## config.mk

```make
export PLATFORM = sky130hd
export DESIGN_NAME = external_bus_cycle_sizing
export DESIGN_NICKNAME = d
export VERILOG_FILES = /design/src/rtl/external_bus_cycle_sizing.v
export VERILOG_INCLUDE_DIRS = /design/src /design/src/shared
export SDC_FILE = /design/constraint.sdc
export NUM_CORES = 1
export LEC_CHECK = 0
export ABC_CLOCK_PERIOD_IN_PS = 3800
export BUFFER_PORTS_ARGS = -buffer_cell sky130_fd_sc_hd__buf_2
export CAP_MARGIN = 40
export CORE_UTILIZATION = 34
export DETAILED_ROUTE_END_ITERATION = 10
export GPL_TIMING_DRIVEN = 1
export SLEW_MARGIN = 15
export SYNTH_ARGS = -nofsm -noshare
export SYNTH_HDL_FRONTEND = slang
export SYNTH_SLANG_ARGS = --single-unit
export TNS_END_PERCENT = 1
```

## constraint.sdc

```tcl
create_clock -name clk_sys_in -period 3.8 [get_ports clk_sys_in]
set_input_delay 0.76 -clock clk_sys_in [delete_from_list [all_inputs] [get_ports clk_sys_in]]
set_output_delay 0.76 -clock clk_sys_in [all_outputs]
set_load 0.005 [all_outputs]
```

## src/shared/bus_sizing_consts.vh

```
// Constants for the external bus cycle sizing sequencer.
`ifndef BUS_SIZING_CONSTS_VH
`define BUS_SIZING_CONSTS_VH
// Transfer size codes: bytes still to move in the current segment.
`define SIZE_LONG        2'h0
`define SIZE_BYTE        2'h1
`define SIZE_WORD        2'h2
`define SIZE_THREE       2'h3
// Size acknowledge codes, active low lines [1:0].
`define ACK_WAIT         2'h3
`define ACK_PORT8        2'h2
`define ACK_PORT16       2'h1
`define ACK_RESERVED     2'h0
// Acknowledge option field codes.
`define ACK_FIELD_FAST   4'he
`define ACK_FIELD_EXT    4'hf
// Strobe select: 0 follows address strobe, 1 follows data strobe.
`define STROBE_SELECT_FIELD_ADDRESS     1'h0
`define STROBE_SELECT_FIELD_DATA        1'h1
// Bus monitor limits in system clock cycles, per timeout select code.
`define MON_LIMIT_0      8'd64
`define MON_LIMIT_1      8'd32
`define MON_LIMIT_2      8'd16
`define MON_LIMIT_3      8'd8
// Two states make one system clock cycle.
`define STATES_PER_CLK   8'd2
`endif

```

## src/rtl/external_bus_cycle_sizing.v

```verilog
// External bus cycle sequencer with dynamic port sizing and cycle termination.
`timescale 1ns/100ps
`default_nettype none
`include "bus_sizing_consts.vh"
module external_bus_cycle_sizing (
   input  wire        clk_sys_in,
   input  wire        rst_n_in,
   input  wire        req_in,
   input  wire [1:0]  req_size_in,
   input  wire [23:0] req_addr_in,
   input  wire        req_write_in,
   input  wire [31:0] req_wdata_in,
   input  wire [3:0]  ack_field_in,
   input  wire        strobe_select_field_in,
   input  wire        port16_in,
   input  wire        cs_match_in,
   input  wire        monitor_enable_in,
   input  wire [1:0]  monitor_timeout_select_in,
   input  wire [1:0]  size_ack_n_in,
   input  wire        bus_fault_n_in,
   input  wire        halt_n_in,
   input  wire [15:0] data_in,
   output reg         system_clock_out,
   output reg  [23:0] addr_out,
   output reg  [1:0]  transfer_size_out,
   output reg         rw_out,
   output reg         address_strobe_n_out,
   output reg         data_strobe_n_out,
   output reg         chip_select_n_out,
   output reg  [15:0] data_out,
   output reg         data_oe_out,
   output reg         busy_out,
   output reg         done_out,
   output reg         fault_out,
   output reg  [31:0] rdata_out
);
   // ************************************************************
   // State encoding
   // ************************************************************
   localparam ST_IDLE = 9'h001;
   localparam ST_S0   = 9'h002;
   localparam ST_S1   = 9'h004;
   localparam ST_S2   = 9'h008;
   localparam ST_SW   = 9'h010;
   localparam ST_S3   = 9'h020;
   localparam ST_S4   = 9'h040;
   localparam ST_S5   = 9'h080;
   localparam ST_HALT = 9'h100;

   reg [8:0]  state_r;
   reg [8:0]  state_nxt;
   reg [23:0] addr_r;
   reg [2:0]  seg_r;
   reg [2:0]  tot_r;
   reg [31:0] opbuf_r;
   reg [31:0] rbuf_r;
   reg [1:0]  size_r;
   reg        write_r;
   reg [3:0]  ack_field_r;
   reg [3:0]  wait_cnt_r;
   reg [7:0]  mon_cnt_r;
   reg        fault_r;
   reg [1:0]  moved_r;
   reg        ack16_r;

   // ************************************************************
   // Cycle decode
   // ************************************************************
   reg  [1:0] size_code;
   reg  [7:0] mon_limit;
   wire       ext_ack = (size_ack_n_in == `ACK_PORT8) ||
                        (size_ack_n_in == `ACK_PORT16);
   wire       fast    = (ack_field_r == `ACK_FIELD_FAST);
   wire       int_en  = (ack_field_r < `ACK_FIELD_FAST);
   wire       int_ack = fast || (int_en && (wait_cnt_r == 4'h0));
   wire       cyc_ack = ext_ack || int_ack;
   wire       ack16   = ext_ack ? (size_ack_n_in == `ACK_PORT16) : port16_in;
   wire       mon_trip = monitor_enable_in &&
                         (mon_cnt_r >= mon_limit);
   // A fault wins over halt; halt is only looked at after a clean end.
   wire       fault_now = !bus_fault_n_in || mon_trip;
   wire       odd     = addr_r[0];
   // One byte per cycle unless a 16-bit port answers an even address with at least two bytes left in the segment.
   wire [1:0] moved_c = (!ack16 || odd || (seg_r == 3'd1)) ? 2'd1 : 2'd2;
   wire       sampling = (state_r == ST_S2);
   wire       fast_end = sampling && !fault_now && cyc_ack && fast;
   wire       capture  = !write_r && ((state_r == ST_S4) || fast_end);
   wire [1:0] moved_s  = sampling ? moved_c : moved_r;
   wire       ack16_s  = sampling ? ack16 : ack16_r;
   wire [7:0] cur_b    = opbuf_r[31:24];
   wire [7:0] nxt_b    = opbuf_r[23:16];
   wire [2:0] seg_after = seg_r - {1'b0, moved_r};
   wire [2:0] tot_after = tot_r - {1'b0, moved_r};

   always @* begin
      case (seg_r)
         3'd4:    size_code = `SIZE_LONG;
         3'd3:    size_code = `SIZE_THREE;
         3'd2:    size_code = `SIZE_WORD;
         default: size_code = `SIZE_BYTE;
      endcase
   end

   always @* begin
      case (monitor_timeout_select_in)
         2'h0:    mon_limit = `MON_LIMIT_0 * `STATES_PER_CLK;
         2'h1:    mon_limit = `MON_LIMIT_1 * `STATES_PER_CLK;
         2'h2:    mon_limit = `MON_LIMIT_2 * `STATES_PER_CLK;
         default: mon_limit = `MON_LIMIT_3 * `STATES_PER_CLK;
      endcase
   end

   // ************************************************************
   // Next state
   // ************************************************************
   // Each state is one clock; a new cycle only starts while the
   // divided clock is low so that S0 always falls on its high half.
   always @* begin
      state_nxt = state_r;
      case (state_r)
         ST_IDLE: begin
            if (req_in && halt_n_in && !system_clock_out)
               state_nxt = ST_S0;
         end
         ST_S0: state_nxt = ST_S1;
         ST_S1: state_nxt = ST_S2;
         ST_S2: begin
            if (fault_now)
               state_nxt = ST_S5;
            else if (cyc_ack)
               state_nxt = fast ? ST_S5 : ST_S3;
            else
               state_nxt = ST_SW;
         end
         ST_SW: state_nxt = ST_S2;
         ST_S3: state_nxt = ST_S4;
         ST_S4: state_nxt = ST_S5;
         ST_S5: begin
            if (fault_r || (tot_after == 3'd0))
               state_nxt = ST_IDLE;
            else if (!halt_n_in)
               state_nxt = ST_HALT;
            else
               state_nxt = ST_S0;
         end
         ST_HALT: begin
            if (halt_n_in && !system_clock_out)
               state_nxt = ST_S0;
         end
         default: state_nxt = ST_IDLE;
      endcase
   end

   wire as_nxt = (state_nxt == ST_S1) || (state_nxt == ST_S2) ||
                 (state_nxt == ST_SW) || (state_nxt == ST_S3) ||
                 (state_nxt == ST_S4);
   // Write data strobe waits until data is stable; fast writes never reach it.
   wire ds_wr  = (state_nxt == ST_SW) || (state_nxt == ST_S3) ||
                 (state_nxt == ST_S4);
   wire ds_nxt = write_r ? ds_wr : as_nxt;

   // ************************************************************
   // Sequencer registers
   // ************************************************************
   always @(posedge clk_sys_in or negedge rst_n_in) begin
      if (!rst_n_in) begin
         state_r     <= ST_IDLE;
         addr_r      <= 24'h000000;
         seg_r       <= 3'd0;
         tot_r       <= 3'd0;
         opbuf_r     <= 32'h00000000;
         rbuf_r      <= 32'h00000000;
         size_r      <= `SIZE_BYTE;
         write_r     <= 1'b0;
         ack_field_r <= `ACK_FIELD_EXT;
         wait_cnt_r  <= 4'h0;
         mon_cnt_r   <= 8'h00;
         fault_r     <= 1'b0;
         moved_r     <= 2'd1;
         ack16_r     <= 1'b0;
      end else begin
         state_r <= state_nxt;
         if ((state_r == ST_IDLE) && (state_nxt == ST_S0)) begin
            addr_r      <= req_addr_in;
            write_r     <= req_write_in;
            size_r      <= req_size_in;
            ack_field_r <= ack_field_in;
            fault_r     <= 1'b0;
            rbuf_r      <= 32'h00000000;
            case (req_size_in)
               `SIZE_LONG: begin
                  opbuf_r <= req_wdata_in;
                  tot_r   <= 3'd4;
                  // A misaligned long word is two misaligned words.
                  seg_r   <= req_addr_in[0] ? 3'd2 : 3'd4;
               end
               `SIZE_WORD: begin
                  opbuf_r <= {req_wdata_in[15:0], 16'h0000};
                  tot_r   <= 3'd2;
                  seg_r   <= 3'd2;
               end
               default: begin
                  opbuf_r <= {req_wdata_in[7:0], 24'h000000};
                  tot_r   <= 3'd1;
                  seg_r   <= 3'd1;
               end
            endcase
         end
         if (state_nxt == ST_S0) begin
            wait_cnt_r <= (state_r == ST_IDLE) ? ack_field_in : ack_field_r;
            mon_cnt_r  <= 8'h00;
         end
         if ((state_r == ST_SW) && (wait_cnt_r != 4'h0))
            wait_cnt_r <= wait_cnt_r - 4'h1;
         if ((state_r == ST_S2) || (state_r == ST_SW)) begin
            if (mon_cnt_r != 8'hff)
               mon_cnt_r <= mon_cnt_r + 8'h01;
         end
         if (sampling) begin
            if (fault_now)
               fault_r <= 1'b1;
            else if (cyc_ack) begin
               moved_r <= moved_c;
               ack16_r <= ack16;
            end
         end
         if (capture) begin
            if (moved_s == 2'd2)
               rbuf_r <= {rbuf_r[15:0], data_in};
            else if (ack16_s && odd)
               rbuf_r <= {rbuf_r[23:0], data_in[7:0]};
            else
               rbuf_r <= {rbuf_r[23:0], data_in[15:8]};
         end
         if ((state_r == ST_S5) && !fault_r) begin
            addr_r  <= addr_r + {22'h000000, moved_r};
            tot_r   <= tot_after;
            seg_r   <= (seg_after == 3'd0) ? tot_after : seg_after;
            opbuf_r <= (moved_r == 2'd2) ? {opbuf_r[15:0], 16'h0000} :
                                           {opbuf_r[23:0], 8'h00};
         end
      end
   end

   // ************************************************************
   // Pin and user outputs
   // ************************************************************
   always @(posedge clk_sys_in or negedge rst_n_in) begin
      if (!rst_n_in) begin
         system_clock_out     <= 1'b0;
         addr_out             <= 24'h000000;
         transfer_size_out    <= `SIZE_BYTE;
         rw_out               <= 1'b1;
         address_strobe_n_out <= 1'b1;
         data_strobe_n_out    <= 1'b1;
         chip_select_n_out    <= 1'b1;
         data_out             <= 16'h0000;
         data_oe_out          <= 1'b0;
         busy_out             <= 1'b0;
         done_out             <= 1'b0;
         fault_out            <= 1'b0;
         rdata_out            <= 32'h00000000;
      end else begin
         system_clock_out     <= !system_clock_out;
         address_strobe_n_out <= !as_nxt;
         data_strobe_n_out    <= !ds_nxt;
         chip_select_n_out    <= !(cs_match_in &&
            ((strobe_select_field_in == `STROBE_SELECT_FIELD_DATA) ? ds_nxt : as_nxt));
         busy_out  <= (state_nxt != ST_IDLE);
         done_out  <= 1'b0;
         fault_out <= 1'b0;
         if (state_r == ST_S0) begin
            addr_out          <= addr_r;
            transfer_size_out <= size_code;
            rw_out            <= !write_r;
            data_oe_out       <= write_r;
            if (odd || (seg_r == 3'd1))
               data_out <= {cur_b, cur_b};
            else
               data_out <= {cur_b, nxt_b};
         end
         if ((state_nxt == ST_IDLE) || (state_nxt == ST_HALT)) begin
            data_oe_out <= 1'b0;
            rw_out      <= 1'b1;
         end
         if ((state_r == ST_S5) && (state_nxt == ST_IDLE)) begin
            if (fault_r)
               fault_out <= 1'b1;
            else begin
               done_out <= 1'b1;
               case (size_r)
                  `SIZE_LONG: rdata_out <= rbuf_r;
                  `SIZE_WORD: rdata_out <= {16'h0000, rbuf_r[15:0]};
                  default:    rdata_out <= {24'h000000, rbuf_r[7:0]};
               endcase
            end
         end
      end
   end
endmodule // external_bus_cycle_sizing
`default_nettype wire

```

[Word level (Yosys, flattened, before mapping)]
Cells that the tools add are included.
Word-level totals
  memory bits (writable): 0
  input port bits: 92
  word-level logic and storage cells: 176
  memories kept: 0
  ROM bits: 0
  latch bits: 0
  output and inout bits: 83
  register bits: 209
Operators by class
  $mul: 0
  $add $sub $neg: 5
  multiplexer cells: 53
  divide/modulo/power cells: 0
  shift operators: 0
  equal/unequal tests: 32
  reductions and logical operators: 55
  order comparisons: 2
  bitwise logic cells: 2
Operator list (count)
  $mux W32: 6
  $pmux W32 S2: 2
  $pmux W9 S8: 1
  $mux W8: 8
  $mux W24: 2
  $mux W9: 4
  $add A24 B2 Y24: 1
  $pmux W8 S3: 1
  $eq A9 B1 Y1 const B: 2
  $eq A9 B2 Y1 const B: 2
  $eq A9 B3 Y1 const B: 2
  $eq A9 B4 Y1 const B: 2
  $eq A9 B5 Y1 const B: 2
  $eq A9 B6 Y1 const B: 2
  $eq A9 B7 Y1 const B: 2
  $eq A9 B9 Y1 const B: 2
  $mux W3: 6
  $logic_or A1 B1 Y1: 17
  $logic_and A1 B1 Y1: 15
  $mux W1: 15
  $eq A2 B2 Y1 const B: 6
  $mux W4: 3
  $pmux W3 S2: 2
  $eq A9 B8 Y1 const B: 1
  24 further kinds: 43

[Depth between registers and ports, before layout]
  word-level depth: 16
  mapped depth: 11
  depth with buffers taken out: 9

[Worst setup path before layout]
OpenSTA, ideal clock, no wires.
  path type: in2reg
  start: in monitor_timeout_select_in[1]
  end: reg rbuf_r[31]
  slack: 1.084 ns
  cell stages on the path: 8
  required time: 3.663 ns
  path buffers: 1
  setup time: 0.137 ns
  arrival: 2.579 ns
  path through: or2_2 ha_1 nand4_1 o41ai_1 o21ai_0 a31oi_2 clkbuf_1 o21ai_0
Between the ends
  cells in the longest elaborated chain, start to end: 12
  elaborated cells between the ends (all ways): 19
  those cells by class: order compare: 1; eq/ne: 3; mux: 4; reduce/logical: 11
Ends and longest elaborated chain
  start, declared: RTL line external_bus_cycle_sizing.v:18  | input wire [1:0] monitor_timeout_select_in,
  $eq A2 B2 Y1 (tied with other cells): RTL line external_bus_cycle_sizing.v:105  | case (monitor_timeout_select_in)
  $pmux W8 S3 *: RTL line external_bus_cycle_sizing.v:105
  $ge A8 B8 Y1 *: RTL line external_bus_cycle_sizing.v:79  | (mon_cnt_r >= mon_limit);
  $logic_and A1 B1 Y1 *: RTL line external_bus_cycle_sizing.v:78  | wire mon_trip = monitor_enable_in &&
  $logic_or A1 B1 Y1 *: RTL line external_bus_cycle_sizing.v:81  | wire fault_now = !bus_fault_n_in || mon_trip;
  parallel branches: the longest is 7 deep, another holds $pmux W9 S8
  end signal, assigned: RTL line external_bus_cycle_sizing.v:229  | rbuf_r <= {rbuf_r[15:0], data_in};
  end signal, assigned: RTL line external_bus_cycle_sizing.v:231  | rbuf_r <= {rbuf_r[23:0], data_in[7:0]};
  end signal, assigned: RTL line external_bus_cycle_sizing.v:233  | rbuf_r <= {rbuf_r[23:0], data_in[15:8]};
  end, declared: RTL line external_bus_cycle_sizing.v:56  | reg [31:0] rbuf_r;
Mark *: on every way between the ends.
A chain may end at the register's enable or synchronous reset.

[Worst setup path in the final report]
  start: reg moved_r[0]
  end: reg addr_r[20]
Between the ends
  cells in the longest elaborated chain, start to end: 8
  elaborated cells between the ends (all ways): 10
  those cells by class: add/sub: 2; eq/ne: 1; mux: 3; reduce/logical: 4
Ends and longest elaborated chain
  start, declared: RTL line external_bus_cycle_sizing.v:63  | reg [1:0] moved_r;
  start signal, assigned: RTL line external_bus_cycle_sizing.v:223  | moved_r <= moved_c;
  $sub A3 B2 Y3: RTL line external_bus_cycle_sizing.v:93  | wire [2:0] tot_after = tot_r - {1'b0, moved_r};
  $logic_not A3 Y1: RTL line external_bus_cycle_sizing.v:139  | if (fault_r || (tot_after == 3'd0))
  $logic_or A1 B1 Y1: RTL line external_bus_cycle_sizing.v:139
  $mux W9: RTL line external_bus_cycle_sizing.v:139
  $pmux W9 S8: RTL line external_bus_cycle_sizing.v:120  | case (state_r)
  $eq A9 B2 Y1: RTL line external_bus_cycle_sizing.v:183  | if ((state_r == ST_IDLE) && (state_nxt == ST_S0)) begin
  $logic_and A1 B1 Y1: RTL line external_bus_cycle_sizing.v:183
  $reduce_bool A2 Y1 (no line)
  end signal, assigned: RTL line external_bus_cycle_sizing.v:184  | addr_r <= req_addr_in;
  end signal, assigned: RTL line external_bus_cycle_sizing.v:236  | addr_r <= addr_r + {22'h000000, moved_r};
  end, declared: RTL line external_bus_cycle_sizing.v:52  | reg [23:0] addr_r;
Parallel ways exist; a longest one is shown, timed or not.

==> metrics <==
CORE AREA a little under 30000 um^2; Buf/Inv on CP 1; Max Buffers Root-to-Sink 3; PortBufs 174; CTS Root Cell clkbuf_16; initial core utilization roughly 35%; Reg2Reg Depth 9; async set-reset flop share out of synthesis between 90% and 100%; Ys Warns 0; layout cells sized above 1 around a quarter; Mapped Area around 10000 um^2; Multi-input gate area roughly 4600 um^2; WL met1 13.0 mm; Worst-Margin Slew 0.770 ns; global router's overall resource usage 18.5%; per-cell routed wire length about 17 um; # resized after CTS 0; RSZ-0062 raised after global routing no; routed length on met2 about 13 mm; # rows between 60 and 70; cts hold-fix bufs 0; P&R area growth vs syn 20.3%; Top FF cell, synth dfrtp_1; register area approximately 5200 um^2; Ports around 180; Clk pin slew, worst setup/hold paths 0.06 ns; Post-CTS Setup Bufs 0; startpoint types flip-flop; Crit Path Max Fanout 6; Horiz. Die Dim roughly 180 um; Layout Skew ~0.015 ns; Final Instance Count excl. Fillers about 1600; placed insts 1582; most used cell along the critical path nand3_1; largest net degree at the start of global routing just over 80; CTS buffer count 24; WL met3 roughly 2.1 mm; CP Data Required Time roughly 4.2 ns; commonest cells after routing, fill and taps aside nand2_1, dfrtp_1, buf_2; TritonCTS clock tree yes; Vias/cell a little over 5; first-pass GRT wire length 45.4 mm; Final Util a little over two fifths; critical-path cell list ha_1 -> inv_1 -> fa_1 -> and3b_1 -> nand3_1 -> nor3_2 -> nand3_1 -> o32a_1 -> o31a_1; Antenna Nets Post-Route 0; Worst EP arrival between 3 and 4 ns; P_leak 0.00568 uW; critical path class flip-flop to flip-flop; nets roughly 1300; FF-to-FF Start moved_r[0]$_DFFE_PN1P_; min Tclk post-route 2.85 ns; Final setup viols 0; grt total ovfl 0; vias in the first global route slightly above 8000; max incr delay on CP approximately 0.58 ns; Mapped Nets around 1200; Clock Latency Late Sink 0.52 ns; Via Count roughly 8400; Mapped Avg Cell Area just under 10 um^2; Cell Pwr Density between 600 and 700 nW/um^2; GPL Wtd Cong between 0.8 and 0.9; critical path capture point type flip-flop; DRC Markers 0; Largest delay share family, worst path simple AND/OR/NAND/NOR gates; FILL cells slightly below 3000; Seq/Total Area, Yosys approximately half; fin crit share between 70% and 80%; Max Cap Viol 0; number of synthesized register bits roughly 210; 1st-iter DRT viols 583; CTS Sinks approximately 210; Synth Instances around 1100; Max-slew headroom 48.6%; Final Hold Vio Count 0; DP Wirelength approximately 20 mm; Unique masters post-synth 70; Critical Path Slowest Stage Cell dfstp_2; commonest non-fill, non-tap cell in the layout nand2_1; Reg2Reg Setup Slack approximately 0.95 ns; Max Clk Rate approximately 350 MHz; DR top layer met5; FF-to-FF End addr_r[20]$_DFFE_PN0P_; HP Class primary input to async pin; Final Slew Violations 0; first drt pass iteration count 5; number of synthesized flops with an enable pin 0; die height 176 um; Setup TNS 0 ns; antenna violations before repair 6; worst vdd ir roughly 0.00031 V; full die area between 30000 and 40000 um^2; DRT Wirelength around 28 mm; CTS H-Tree Depth 1; status finished, final reports clean
## sequential cells by signal, summed over array words and instances (netlist names), 2 cells and up
signal	flops
addr_out	24
ack_field_r	4
data_out	16
rdata_out	32
state_r	9
size_r	2
seg_r	3
moved_r	2
mon_cnt_r	8
rbuf_r	32
opbuf_r	32
tot_r	3
transfer_size_out	2
addr_r	24
wait_cnt_r	4
## layout make-up
class                           instances  area share (%)
Sequential cell                       209            42.5
Multi-Input combinational cell        755            37.5
Timing Repair Buffer                  199            8.87
Clock buffer                           33            5.38
Tap cell                              390            3.95
Clock inverter                         10           0.922
Inverter                               29           0.881
Antenna cell                            3          0.0608
## worst max path at each step
stage	startpoint	endpoint	slack (ns)	cells past startpoint
after floorplan	monitor_timeout_select_in[1]	rbuf_r[31]$_DFFE_PN0P_	1.08	8
after global placement	moved_r[0]$_DFFE_PN1P_	addr_r[20]$_DFFE_PN0P_	0.90	9
after detailed placement	moved_r[0]$_DFFE_PN1P_	addr_r[20]$_DFFE_PN0P_	0.90	9
after CTS	moved_r[0]$_DFFE_PN1P_	addr_r[20]$_DFFE_PN0P_	0.86	9
after global routing	moved_r[0]$_DFFE_PN1P_	addr_r[20]$_DFFE_PN0P_	0.68	9
final	moved_r[0]$_DFFE_PN1P_	addr_r[20]$_DFFE_PN0P_	0.95	9
## per-layer routing
metal  global-route usage (%)  up-vias
met5                        0        -
met4                     4.78        6
met3                     4.87       52
met2                     28.5      234
met1                     25.5     4042
li1                         -     4053
## cell families (layout without fill, tap and decap cells)
family | after synthesis | after routing | share of synthesized area (%)
simple gates | 411 | 411 | 18.7
mux | 87 | 87 | 8.87
fa+ha+maj | 15 | 15 | 2.05
other cells | 0 | 3 | 0
xor+xnor | 7 | 7 | 0.597
buf+inv | 92 | 271 | 3.99
compound gates | 235 | 235 | 14.7
flops | 209 | 209 | 51.1
## through the flow
step                cell area [um^2]  total power [uW]  hold slack [ns]  worst slack (ns)
floorplan                      10300              4600            0.445              1.08
global placement               11500              5360            0.456             0.904
detailed placement             11600              5420            0.457             0.899
CTS                            12300              7760            0.291             0.861
global route                   12300              8190            0.315             0.684
finish                         12400              7680            0.270             0.947
## report_power, final
group,leakage [uW],internal (uW),switching [uW]
Clock,0.000383,1360,935
Sequential,0.00265,2850,538
Combinational,0.00265,911,1090
## cells in the mapped netlist, types with 7 or more instances
cell	n	area share, %
buf_4	8	0.59
and3_1	10	0.61
nand2b_1	15	0.91
nor3_1	12	0.59
inv_1	27	0.99
a22o_1	10	0.85
ha_1	12	1.5
nand3_1	44	2.1
nand2_1	208	7.6
nor2_1	76	2.8
dfstp_2	12	3.1
a21oi_1	40	2.0
a221oi_1	16	1.4
a31oi_1	22	1.3
o21ai_0	80	3.9
mux2i_1	64	6.2
buf_2	15	0.73
a211oi_1	16	1.2
clkbuf_1	33	1.2
a311oi_1	10	0.85
dfrtp_1	197	48
mux2_2	22	2.4
o21ai_1	9	0.44
nand4_1	7	0.43
(Power assumes the default switching activity.)
